<file path="config.mk">
export PLATFORM = sky130hd
export DESIGN_NAME = sdci_device_flat
export DESIGN_NICKNAME = d
export VERILOG_FILES = /design/src/pkg/sdci_pkg.sv /design/src/pkg/sdci_bus_if.sv /design/src/design/sdci_device.sv /design/src/flat_wrapper.sv
export SDC_FILE = /design/constraint.sdc
export NUM_CORES = 1
export LEC_CHECK = 0
export BUFFER_PORTS_ARGS = -buffer_cell sky130_fd_sc_hd__buf_4
export CORE_ASPECT_RATIO = 1.1
export CORE_MARGIN = 2
export CORE_UTILIZATION = 45
export DETAILED_ROUTE_END_ITERATION = 8
export PLACE_DENSITY = 0.7
export SETUP_SLACK_MARGIN = 0.3
export SLEW_MARGIN = 30
export SYNTH_ARGS = -nofsm -noshare
export SYNTH_HDL_FRONTEND = slang
export SYNTH_SLANG_ARGS = --single-unit
</file>
<file path="constraint.sdc">
create_clock -name mclk -period 2.4 [get_ports mclk]
set_input_delay 0.36 -clock mclk [delete_from_list [all_inputs] [get_ports mclk]]
set_output_delay 0.36 -clock mclk [all_outputs]
set_load 0.005 [all_outputs]
</file>
<file path="src/pkg/sdci_pkg.sv">
// Shared constants and types for the command decoder and its controller
package sdci_pkg;
  localparam int unsigned BANKS       = 4;
  localparam int unsigned ADDR_W      = 13;
  localparam int unsigned CLK_NS      = 100;
  localparam int unsigned PAUSE_US    = 200;
  localparam int unsigned PAUSE_CYC   = (PAUSE_US * 1000) / CLK_NS;
  localparam int unsigned INIT_REFS   = 8;
  localparam int unsigned TRC_CYC     = 7;
  localparam int unsigned BURST_CYC   = 4;
  localparam int unsigned AUTO_PRE_BIT = 10;
  localparam int unsigned MODE_W      = 13;
  localparam logic [MODE_W-1:0] MODE_VALUE = 13'h0022;

  // Operations decoded from one clock edge
  typedef enum logic [3:0] {
    SDCI_OP_DESELECT, SDCI_OP_NOP, SDCI_OP_ACTIVATE, SDCI_OP_PRECHARGE,
    SDCI_OP_PRECHARGE_ALL, SDCI_OP_WRITE, SDCI_OP_READ, SDCI_OP_MODE_SET,
    SDCI_OP_BURST_STOP, SDCI_OP_AUTO_REFRESH, SDCI_OP_SELF_REFRESH,
    SDCI_OP_POWER_DOWN, SDCI_OP_SUSPEND, SDCI_OP_EXIT, SDCI_OP_ILLEGAL
  } sdci_op_e;

  // Strobe pattern {row, column, write enable}
  localparam logic [2:0] PAT_ACT  = 3'h3;
  localparam logic [2:0] PAT_PRE  = 3'h2;
  localparam logic [2:0] PAT_WR   = 3'h4;
  localparam logic [2:0] PAT_RD   = 3'h5;
  localparam logic [2:0] PAT_MRS  = 3'h0;
  localparam logic [2:0] PAT_NOP  = 3'h7;
  localparam logic [2:0] PAT_BST  = 3'h6;
  localparam logic [2:0] PAT_REF  = 3'h1;
endpackage

</file>
<file path="src/pkg/sdci_bus_if.sv">
// Command and address pins between controller and DRAM decoder
`timescale 1ns/1ps
interface sdci_bus_if;
  import sdci_pkg::*;
  logic                  chipSelectB;
  logic                  rowStrobeB;
  logic                  colStrobeB;
  logic                  writeEnableB;
  logic                  cke;
  logic                  dataMask;
  logic                  bank_select_0;
  logic                  bank_select_1;
  logic [ADDR_W-1:0]     addr;
  modport device (input chipSelectB, rowStrobeB, colStrobeB, writeEnableB, cke, dataMask,
                  bank_select_0, bank_select_1, addr);
  modport ctrl   (output chipSelectB, rowStrobeB, colStrobeB, writeEnableB, cke, dataMask,
                  bank_select_0, bank_select_1, addr);
endinterface

</file>
<file path="src/design/sdci_device.sv">
// DRAM side: command decode, bank state, power-down and clock suspend
`timescale 1ns/1ps
// Summary of operation
// Decode operation from strobes and mask each edge; the mask is sampled only when the previous clock enable was high
// Qualify commands with current and previous clock enable
// Bank checks use addressed bank state
// Clock enable low in burst means suspend
// Strobe patterns map to the command set
// Refresh, power-down, exit and mask decode
// Mode register unusable until explicitly programmed
// Controller holds no-op while powering up
// Controller pauses, then precharges all banks
// Mask and clock enable high during pause
// Mode set follows all-bank precharge
// At least eight auto refreshes at init
// Refreshes before or after mode set
// Banks idle, enable high before mode set
// No-op right after mode set
// Row cycle time after each auto refresh
module sdci_device
  import sdci_pkg::*;
(
  // Clock and reset
  input  wire logic           mclk,
  input  wire logic           rst_b,
  // Pins from the controller
  sdci_bus_if.device          bus,
  // Decoded state
  output logic [3:0]          lastOp_q,
  output logic                opValid_q,
  output logic                illegal_q,
  output logic [BANKS-1:0]    bankActive_q,
  output logic                modeValid_q,
  output logic [MODE_W-1:0]   modeReg_q,
  output logic                selfRefresh_q,
  output logic                powerDown_q,
  output logic                suspend_q,
  output logic                dataEnable_q,
  output logic                burst_q
);

  logic                 ckePrev_q;
  logic [2:0]           burstCnt_q;
  logic [1:0]           bank;
  logic [2:0]           pat;
  logic                 autoPre;
  logic                 accessOk;
  logic                 autoPrePending_q;
  logic [1:0]           autoPreBank_q;
  logic                 sleeping;
  sdci_op_e             op;

  assign bank     = {bus.bank_select_1, bus.bank_select_0};
  assign pat      = {bus.rowStrobeB, bus.colStrobeB, bus.writeEnableB};
  assign autoPre  = bus.addr[AUTO_PRE_BIT];
  assign sleeping = selfRefresh_q | powerDown_q | suspend_q;

  // Pins are sampled by the decoder as synchronous inputs of this clock
  always_ff @(posedge mclk or negedge rst_b)
    if (!rst_b)
      ckePrev_q <= 1'b1;
    else
      ckePrev_q <= bus.cke;

  always_comb
  begin
    op = SDCI_OP_ILLEGAL;
    if (!ckePrev_q)
    begin
      // Exit needs deselect or no-op-like strobes, except from suspend, which exits on any strobes
      if (bus.cke && (bus.chipSelectB || (bus.rowStrobeB && bus.colStrobeB)))
        op = SDCI_OP_EXIT;
      else if (bus.cke && suspend_q)
        op = SDCI_OP_EXIT;
      else
        op = SDCI_OP_NOP;
    end
    else if (!bus.cke && burst_q)
      op = SDCI_OP_SUSPEND;
    else if (!bus.cke && !bus.chipSelectB && pat == PAT_REF)
      op = SDCI_OP_SELF_REFRESH;
    else if (!bus.cke && (bus.chipSelectB || pat == PAT_NOP))
      op = SDCI_OP_POWER_DOWN;
    else if (!bus.cke)
      op = SDCI_OP_ILLEGAL;
    else if (bus.chipSelectB)
      op = SDCI_OP_DESELECT;
    else
    begin
      case (pat)
        PAT_ACT: op = SDCI_OP_ACTIVATE;
        PAT_PRE: op = autoPre ? SDCI_OP_PRECHARGE_ALL : SDCI_OP_PRECHARGE;
        PAT_WR:  op = SDCI_OP_WRITE;
        PAT_RD:  op = SDCI_OP_READ;
        PAT_MRS: op = SDCI_OP_MODE_SET;
        PAT_NOP: op = SDCI_OP_NOP;
        PAT_BST: op = SDCI_OP_BURST_STOP;
        PAT_REF: op = SDCI_OP_AUTO_REFRESH;
        default: op = SDCI_OP_ILLEGAL;
      endcase
    end
  end

  // Checks bank state; refused commands only raise the illegal flag
  function automatic logic op_legal(input sdci_op_e o, input logic [BANKS-1:0] act,
                                    input logic [1:0] b, input logic mv);
    case (o)
      SDCI_OP_ACTIVATE:     op_legal = mv && !act[b];
      SDCI_OP_READ,
      SDCI_OP_WRITE:        op_legal = mv && act[b];
      SDCI_OP_MODE_SET,
      SDCI_OP_AUTO_REFRESH,
      SDCI_OP_SELF_REFRESH: op_legal = (act == '0);
      default:              op_legal = 1'b1;
    endcase
  endfunction

  // Only an accepted read or write starts a burst
  assign accessOk = (op == SDCI_OP_READ || op == SDCI_OP_WRITE) &&
                    op_legal(op, bankActive_q, bank, modeValid_q);

  always_ff @(posedge mclk or negedge rst_b)
    if (!rst_b)
    begin
      lastOp_q  <= 4'h0;
      opValid_q <= 1'b0;
      illegal_q <= 1'b0;
    end
    else
    begin
      lastOp_q  <= op;
      opValid_q <= !suspend_q || op == SDCI_OP_EXIT;
      illegal_q <= (op == SDCI_OP_ILLEGAL) || !op_legal(op, bankActive_q, bank, modeValid_q);
    end

  // Bank state; frozen while clock is suspended
  always_ff @(posedge mclk or negedge rst_b)
    if (!rst_b)
      bankActive_q <= '0;
    else if (!suspend_q)
    begin
      if (op_legal(op, bankActive_q, bank, modeValid_q))
      begin
        if (op == SDCI_OP_ACTIVATE)
          bankActive_q[bank] <= 1'b1;
        else if (op == SDCI_OP_PRECHARGE)
          bankActive_q[bank] <= 1'b0;
        else if (op == SDCI_OP_PRECHARGE_ALL)
          bankActive_q <= '0;
      end
      // Placed last so the close of an auto-precharge bank always lands
      if (autoPrePending_q && (burstCnt_q <= 3'h1 || accessOk))
        bankActive_q[autoPreBank_q] <= 1'b0;
    end

  // Auto-precharge bank is held until its burst runs out or another burst cuts it
  always_ff @(posedge mclk or negedge rst_b)
    if (!rst_b)
    begin
      autoPrePending_q <= 1'b0;
      autoPreBank_q    <= 2'h0;
    end
    else if (!suspend_q)
    begin
      if (accessOk)
      begin
        autoPrePending_q <= autoPre;
        autoPreBank_q    <= bank;
      end
      else if (burstCnt_q <= 3'h1)
        autoPrePending_q <= 1'b0;
    end

  // Mode register has no trusted value until a mode set lands
  always_ff @(posedge mclk or negedge rst_b)
    if (!rst_b)
    begin
      modeValid_q <= 1'b0;
      modeReg_q   <= '0;
    end
    else if (op == SDCI_OP_MODE_SET && op_legal(op, bankActive_q, bank, modeValid_q))
    begin
      modeValid_q <= 1'b1;
      modeReg_q   <= bus.addr;
    end

  // Burst tracker decides suspend versus power-down
  always_ff @(posedge mclk or negedge rst_b)
    if (!rst_b)
      burstCnt_q <= 3'h0;
    else if (suspend_q)
      burstCnt_q <= burstCnt_q;
    else if (accessOk)
      burstCnt_q <= 3'(BURST_CYC);
    else if (op == SDCI_OP_BURST_STOP || op == SDCI_OP_PRECHARGE_ALL)
      burstCnt_q <= 3'h0;
    else if (burstCnt_q != 3'h0)
      burstCnt_q <= burstCnt_q - 3'h1;

  always_ff @(posedge mclk or negedge rst_b)
    if (!rst_b)
      burst_q <= 1'b0;
    else
      burst_q <= (burstCnt_q > 3'h1) ||
                 (accessOk && !suspend_q) ||
                 (suspend_q && burst_q);

  always_ff @(posedge mclk or negedge rst_b)
    if (!rst_b)
    begin
      selfRefresh_q <= 1'b0;
      powerDown_q   <= 1'b0;
      suspend_q     <= 1'b0;
    end
    else if (op == SDCI_OP_EXIT)
    begin
      selfRefresh_q <= 1'b0;
      powerDown_q   <= 1'b0;
      suspend_q     <= 1'b0;
    end
    else if (!sleeping)
    begin
      selfRefresh_q <= op == SDCI_OP_SELF_REFRESH && op_legal(op, bankActive_q, bank,
                       modeValid_q);
      powerDown_q   <= op == SDCI_OP_POWER_DOWN;
      suspend_q     <= op == SDCI_OP_SUSPEND;
    end

  // Mask high blocks write data and output
  always_ff @(posedge mclk or negedge rst_b)
    if (!rst_b)
      dataEnable_q <= 1'b0;
    else if (ckePrev_q)
      dataEnable_q <= !bus.dataMask;

endmodule // sdci_device

</file>
<file path="src/flat_wrapper.sv">
// flat-port wrapper written by rule: the top's interface ports become plain ports
module sdci_device_flat import sdci_pkg::*;
  (mclk, rst_b, lastOp_q, opValid_q, illegal_q, bankActive_q, modeValid_q, modeReg_q, selfRefresh_q, powerDown_q, suspend_q, dataEnable_q, burst_q, bus_chipSelectB, bus_rowStrobeB, bus_colStrobeB, bus_writeEnableB, bus_cke, bus_dataMask, bus_bank_select_0, bus_bank_select_1, bus_addr);
  sdci_bus_if bus_i ();
  input  wire logic mclk;
  input  wire logic rst_b;
  output logic [3:0] lastOp_q;
  output logic opValid_q;
  output logic illegal_q;
  output logic [BANKS-1:0] bankActive_q;
  output logic modeValid_q;
  output logic [MODE_W-1:0] modeReg_q;
  output logic selfRefresh_q;
  output logic powerDown_q;
  output logic suspend_q;
  output logic dataEnable_q;
  output logic burst_q;
  input wire logic [$bits(bus_i.chipSelectB)-1:0] bus_chipSelectB;
  input wire logic [$bits(bus_i.rowStrobeB)-1:0] bus_rowStrobeB;
  input wire logic [$bits(bus_i.colStrobeB)-1:0] bus_colStrobeB;
  input wire logic [$bits(bus_i.writeEnableB)-1:0] bus_writeEnableB;
  input wire logic [$bits(bus_i.cke)-1:0] bus_cke;
  input wire logic [$bits(bus_i.dataMask)-1:0] bus_dataMask;
  input wire logic [$bits(bus_i.bank_select_0)-1:0] bus_bank_select_0;
  input wire logic [$bits(bus_i.bank_select_1)-1:0] bus_bank_select_1;
  input wire logic [$bits(bus_i.addr)-1:0] bus_addr;
  assign bus_i.chipSelectB = bus_chipSelectB;
  assign bus_i.rowStrobeB = bus_rowStrobeB;
  assign bus_i.colStrobeB = bus_colStrobeB;
  assign bus_i.writeEnableB = bus_writeEnableB;
  assign bus_i.cke = bus_cke;
  assign bus_i.dataMask = bus_dataMask;
  assign bus_i.bank_select_0 = bus_bank_select_0;
  assign bus_i.bank_select_1 = bus_bank_select_1;
  assign bus_i.addr = bus_addr;
  sdci_device u_core (.mclk(mclk), .rst_b(rst_b), .bus(bus_i), .lastOp_q(lastOp_q), .opValid_q(opValid_q), .illegal_q(illegal_q), .bankActive_q(bankActive_q), .modeValid_q(modeValid_q), .modeReg_q(modeReg_q), .selfRefresh_q(selfRefresh_q), .powerDown_q(powerDown_q), .suspend_q(suspend_q), .dataEnable_q(dataEnable_q), .burst_q(burst_q));
endmodule
</file>
# ---- Word-level counts from Yosys, hierarchy flattened
# Index checks and enable logic that the tools add are counted.
dict set report word_totals {
  reg_bits 36
  in_bits 23
  out_inout_bits 29
  word_cells 130
}
dict set report op_classes {
  add_sub_neg 1
  magnitude_cmp 6
  n_eq_ne 21
  muxes 37
  bitwise 8
  reduce_logical 42
}
# op n
set op_table {}
lappend op_table {{$mux W4} 14}
lappend op_table {{$pmux W4 S8} 1}
lappend op_table {{$eq A4 B4 Y1 const B} 7}
lappend op_table {{$logic_and A1 B1 Y1} 17}
lappend op_table {{$eq A4 B3 Y1 const B} 4}
lappend op_table {{$mux W1} 14}
lappend op_table {{$eq A3 B3 Y1 const B} 4}
lappend op_table {{$mux W3} 4}
lappend op_table {{$logic_or A1 B1 Y1} 9}
lappend op_table {{$and A4 B4 Y4} 2}
lappend op_table {{$eq A4 B2 Y1 const B} 2}
lappend op_table {{$not A4 Y4} 2}
lappend op_table {{$eq A3 B2 Y1 const B} 2}
lappend op_table {{$logic_not A1 Y1} 6}
lappend op_table {{$lt A2 B3 Y1 const B} 2}
lappend op_table {{$reduce_and A2 Y1} 3}
lappend op_table {{$reduce_bool A3 Y1} 2}
lappend op_table {{$demux W1 S2} 2}
lappend op_table {{$ge A2 B1 Y1 const B} 2}
lappend op_table {{$logic_not A4 Y1} 1}
lappend op_table {{$or A4 B4 Y4} 1}
lappend op_table {{$eq A3 B1 Y1 const B} 1}
lappend op_table {{$gt A3 B1 Y1 const B} 1}
lappend op_table {{$le A3 B1 Y1 const B} 1}
lappend op_table {{10 further kinds} 11}

# ---- Longest topological paths before layout
dict set report depth {
  depth_word 16
  depth_mapped 8
  depth_no_buf 7
}

# ---- Worst setup path after synthesis
# OpenSTA, ideal clock, no wires.
dict set report synth_timing {
  path_kind {flip-flop to flip-flop}
  startpoint {register u_core.ckePrev_q}
  endpoint {register u_core.modeReg_q[0]}
  setup_ns 0.128
  arrival_ns 2.095
  t_required_ns 2.272
  path_slack_ns 0.177
  stages_incl_launch_ff 7
  cell_sequence {dfstp_2 clkbuf_1 o2111ai_1 a211o_2 nor3_2 buf_4 mux2_1}
}
dict set report synth_between {
  elab_chain_len 5
}
# element line
set synth_rtl {}
lappend synth_rtl {{start: declaration} sdci_device.sv:42} ;# logic ckePrev_q;
lappend synth_rtl {{start signal: assignment} sdci_device.sv:63} ;# ckePrev_q <= bus.cke;
lappend synth_rtl {{$mux W4 *} sdci_device.sv:68} ;# if (!ckePrev_q)
lappend synth_rtl {{$eq A4 B4 Y1, or another cell as far along} sdci_device.sv:107} ;# case (o)
lappend synth_rtl {{$reduce_or A3 Y1 or $reduce_or A2 Y1 (tied branches)} sdci_device.sv:107}
lappend synth_rtl {{$pmux W1 S3} sdci_device.sv:107}
lappend synth_rtl {{$logic_and A1 B1 Y1 *} sdci_device.sv:181} ;# else if (op == SDCI_OP_MODE_SET && op_legal(op, bankActive_q, bank, modeValid_q))
lappend synth_rtl {{end signal: assignment} sdci_device.sv:184} ;# modeReg_q <= bus.addr;
lappend synth_rtl {{end: declaration} sdci_device.sv:34} ;# output logic [MODE_W-1:0] modeReg_q,
# Every way passes the cells marked *; elsewhere a longest branch is shown, timed or not.
# A chain may end at the register's enable or synchronous reset.

# ---- Worst setup path in the final report
dict set report layout_timing {
  startpoint {input port bus_writeEnableB}
  endpoint {register u_core.burst_q}
}
dict set report layout_between {
  elab_chain_len 15
}
# element line
set layout_rtl {}
lappend layout_rtl {{start: declaration} flat_wrapper.sv:21} ;# input wire logic [$bits(bus_i.writeEnableB)-1:0] bus_writeEnableB;
lappend layout_rtl {{$eq A3 B1 Y1, or another cell as far along} {sdci_device.sv:80, sdci_device.sv:90}}
lappend layout_rtl {{$pmux W4 S8} sdci_device.sv:90} ;# case (pat)
lappend layout_rtl {{$mux W4} sdci_device.sv:86} ;# else if (bus.chipSelectB)
lappend layout_rtl {{$mux W4} sdci_device.sv:84} ;# else if (!bus.cke)
lappend layout_rtl {{$mux W4} sdci_device.sv:82} ;# else if (!bus.cke && (bus.chipSelectB || pat == PAT_NOP))
lappend layout_rtl {{$mux W4 *} sdci_device.sv:80} ;# else if (!bus.cke && !bus.chipSelectB && pat == PAT_REF)
lappend layout_rtl {{$mux W4 *} sdci_device.sv:78} ;# else if (!bus.cke && burst_q)
lappend layout_rtl {{$mux W4 *} sdci_device.sv:68}
lappend layout_rtl {{$eq A4 B4 Y1, or another cell as far along} sdci_device.sv:107}
lappend layout_rtl {{$reduce_or A3 Y1 or $reduce_or A2 Y1 (tied branches)} sdci_device.sv:107}
lappend layout_rtl {{$pmux W1 S3} sdci_device.sv:107}
lappend layout_rtl {{$logic_and A1 B1 Y1 *} sdci_device.sv:119} ;# assign accessOk = (op == SDCI_OP_READ || op == SDCI_OP_WRITE) &&
lappend layout_rtl {{$logic_and A1 B1 Y1 *} sdci_device.sv:205} ;# (accessOk && !suspend_q) ||
lappend layout_rtl {{$logic_or A1 B1 Y1 *} sdci_device.sv:204} ;# burst_q <= (burstCnt_q > 3'h1) ||
lappend layout_rtl {{$logic_or A1 B1 Y1 *} sdci_device.sv:205}
lappend layout_rtl {{end signal: assignment} sdci_device.sv:204}
lappend layout_rtl {{end: declaration} sdci_device.sv:39} ;# output logic burst_q
# Marked as above.

==> results_dict.tcl <==
set metrics [dict create \
    core.rowCount 25 \
    port_buffers 51 \
    instances_no_fill 302 \
    finalSetupTns_ps 0 \
    power.density_nw_per_um2 645.9 \
    synthArstFlopShare_pct 100.0 \
    period_share_pct 83.44 \
    syn_to_final_growth_pct 29.64 \
    maxCapViolations 0 \
    status "completed" \
    initial_core_util_pct 47.04 \
    nFillCells 360 \
    setup_ws_ps 397.4 \
    synth-main-ff-cell "dfrtp_1" \
    grt-ovfl-total 0 \
    p_total_mw 1.700 \
    slew_headroom_pct 41.47 \
    finalNetCount 272 \
    placed_cells 287 \
    hold_path.class "primary input to asynchronous set/reset pin" \
    drive_gt1_share_pct 38.31 \
    drt_iter0_drc 91 \
    grtUsageTotal_pct 18.81 \
    synth_cell_types 65 \
    cts_tree "done" \
    tightest_slew_ps 878.0 \
    grt_pass1_wl_um 7134 \
    post-route-util_pct 60.99 \
    synth_area_um2 2031 \
    synth_seq_area_share_pct 44.42 \
    final_area_um2 2633 \
    die_w_um 68.05 \
    critPathLaunch "bus_writeEnableB" \
    drtPass1Iterations 4 \
    clk_path_buf_depth 2 \
    synth-seq-cells 36 \
    hold-worst-slack_ps 6.096 \
    hold_viol_final 0 \
    chipHeight_um 74.46 \
    r2r_start "u_core.burst_q" \
    min_period_ps 2003 \
    clk_latency_ps 290 \
    fin_skew_ps 3.640 \
    grt_pass1_vias 1494 \
    dpl_worst_slack_ps 128.3 \
    place_hpwl_um 3331 \
    cts-root-buf "clkbuf_8" \
    h-tree-depth 2 \
    die_area_um2 5067 \
    synthCells 187 \
    critPathCaptureType "flip-flop" \
    finalMaxSlewViolations 0 \
    synth-edff-count 0 \
    required_ps 2570 \
    peakVddDrop_mv 0.3021 \
    setup_viol 0 \
    clk_pin_slew_ps 70 \
    vias 1674 \
    avgSynthCellArea_um2 10.86 \
    cts_sinks 36 \
    post_dp_cell_area_um2 2454 \
    grt_max_degree 37 \
    ioPinCount 52 \
    critPathMaxFanout 12 \
    vias_per_cell 5.543 \
    crit_arrival_ps 2180 \
    ant_nets 0 \
    max_freq_ghz 0.4994 \
    synth_nets 212 \
    drc 0 \
    core_area_um2 4317 \
    wl_per_cell_um 14.99 \
    num_antenna_cells 0 \
    grt_setup_unrepaired "false" \
    antenna_found_initial 0 \
    ys_warn_count 0 \
    p_leak_nw 1.236 \
    cts_buffers 5 \
    start_kind "primary input" \
    wirelength_um 4526 \
    gp_congestion 0.8547 \
    critPathKind "primary input to flip-flop" \
]
[sequential cells by signal, summed over array words and instances, names as in the netlist]
name	count
u_core.illegal_q	1
u_core.ckePrev_q	1
u_core.lastOp_q	4
u_core.suspend_q	1
u_core.autoPreBank_q	2
u_core.dataEnable_q	1
u_core.autoPrePending_q	1
u_core.burst_q	1
u_core.burstCnt_q	3
u_core.selfRefresh_q	1
u_core.modeReg_q	13
u_core.modeValid_q	1
u_core.powerDown_q	1
u_core.opValid_q	1
u_core.bankActive_q	4
[final timing paths]
| path | end | cells past startpoint | slack, ps |
|---|---|---|---|
| setup / recovery | u_core.burst_q | 8 | 400 |
| hold / removal | u_core.dataEnable_q | 1 | 6 |
| setup reg to reg | u_core.modeReg_q[7] | 7 | 400 |
| hold reg to reg | u_core.burstCnt_q[0] | 1 | 480 |
| max in group asynchronous | u_core.ckePrev_q | 1 | 2070 |
| min in group mclk | u_core.dataEnable_q | 2 | 250 |
[power by group]
part / switching, mW / internal (mW)
Combinational: 0.245 / 0.258
Sequential: 0.0948 / 0.677
Clock: 0.223 / 0.202
[timing repair]
| item | CTS | global route |
|---|---|---|
| pin swaps | 3 | 9 |
| setup buffers | 1 | 6 |
| hold endpoints to repair | 0 | 0 |
| gates cloned | 0 | 0 |
| hold buffers | 0 | 0 |
| gates resized for setup | 2 | 4 |
| setup endpoints to repair | 3 | 20 |
[placed cells by master (no fill, tap or decap), types with 2 or more instances in the layout]
cell,n
nor2b_1,3
ha_1,2
inv_1,6
nor2_1,11
clkbuf_8,5
buf_4,62
o22ai_1,3
dfrtp_1,35
a21oi_1,6
mux2_2,4
or3b_1,2
a31oi_4,2
nand3_1,4
clkinv_2,2
nand2_1,18
mux2_1,10
nand3b_1,3
nand2b_1,4
a21o_1,4
a32oi_1,3
a41oi_1,3
and3_1,2
o21ai_0,5
o21ai_1,3
o21a_1,3
[area by class of cell]
class | count | area (µm²) | area share (%)
inverters | 7 | 26.28 | 0.9981
multi-input cells | 135 | 1084 | 41.16
repair buffers | 62 | 465.4 | 17.68
flip-flops and latches | 36 | 902.1 | 34.27
clock buffers | 5 | 68.82 | 2.614
clock inverters | 3 | 18.77 | 0.7129
well taps | 54 | 67.56 | 2.567
[synthesized netlist by cell type, types with 4 or more instances]
cell	n	area, µm²
a32oi_1	4	35.03
nand3_1	4	20.02
dfrtp_1	35	875.8
mux2_1	10	112.6
nor2_1	11	41.29
o21ai_1	4	20.02
a21o_1	4	30.03
nand2b_1	4	25.02
nand2_1	18	67.56
a21oi_1	6	30.03
inv_1	6	22.52
o21ai_0	5	25.02
mux2_2	4	45.04
[critical path, stage by stage]
cell	delay (ps)
buf_4	150
or4bb_1	510
o2111ai_1	130
a211o_2	210
nand4bb_4	220
nor2_4	60
buf_4	170
a2111o_1	370
[cells by family after synthesis]
logic type,after synthesis,share of synthesized area (%)
simple gates,66,20.40
compound gates,51,20.15
flops,36,44.42
buf+inv,16,4.436
mux,16,9.365
fa+ha+maj,2,1.232
[metal layers]
metal	track usage, %	wire length [µm]	vias to the layer above
li1	-	-	818
met1	25.63	2025	808
met2	29.77	2185	44
met3	4.387	266	4
met4	5.778	48	0
met5	0	0	-
No activity file was read; power rests on OpenSTA's default activity.
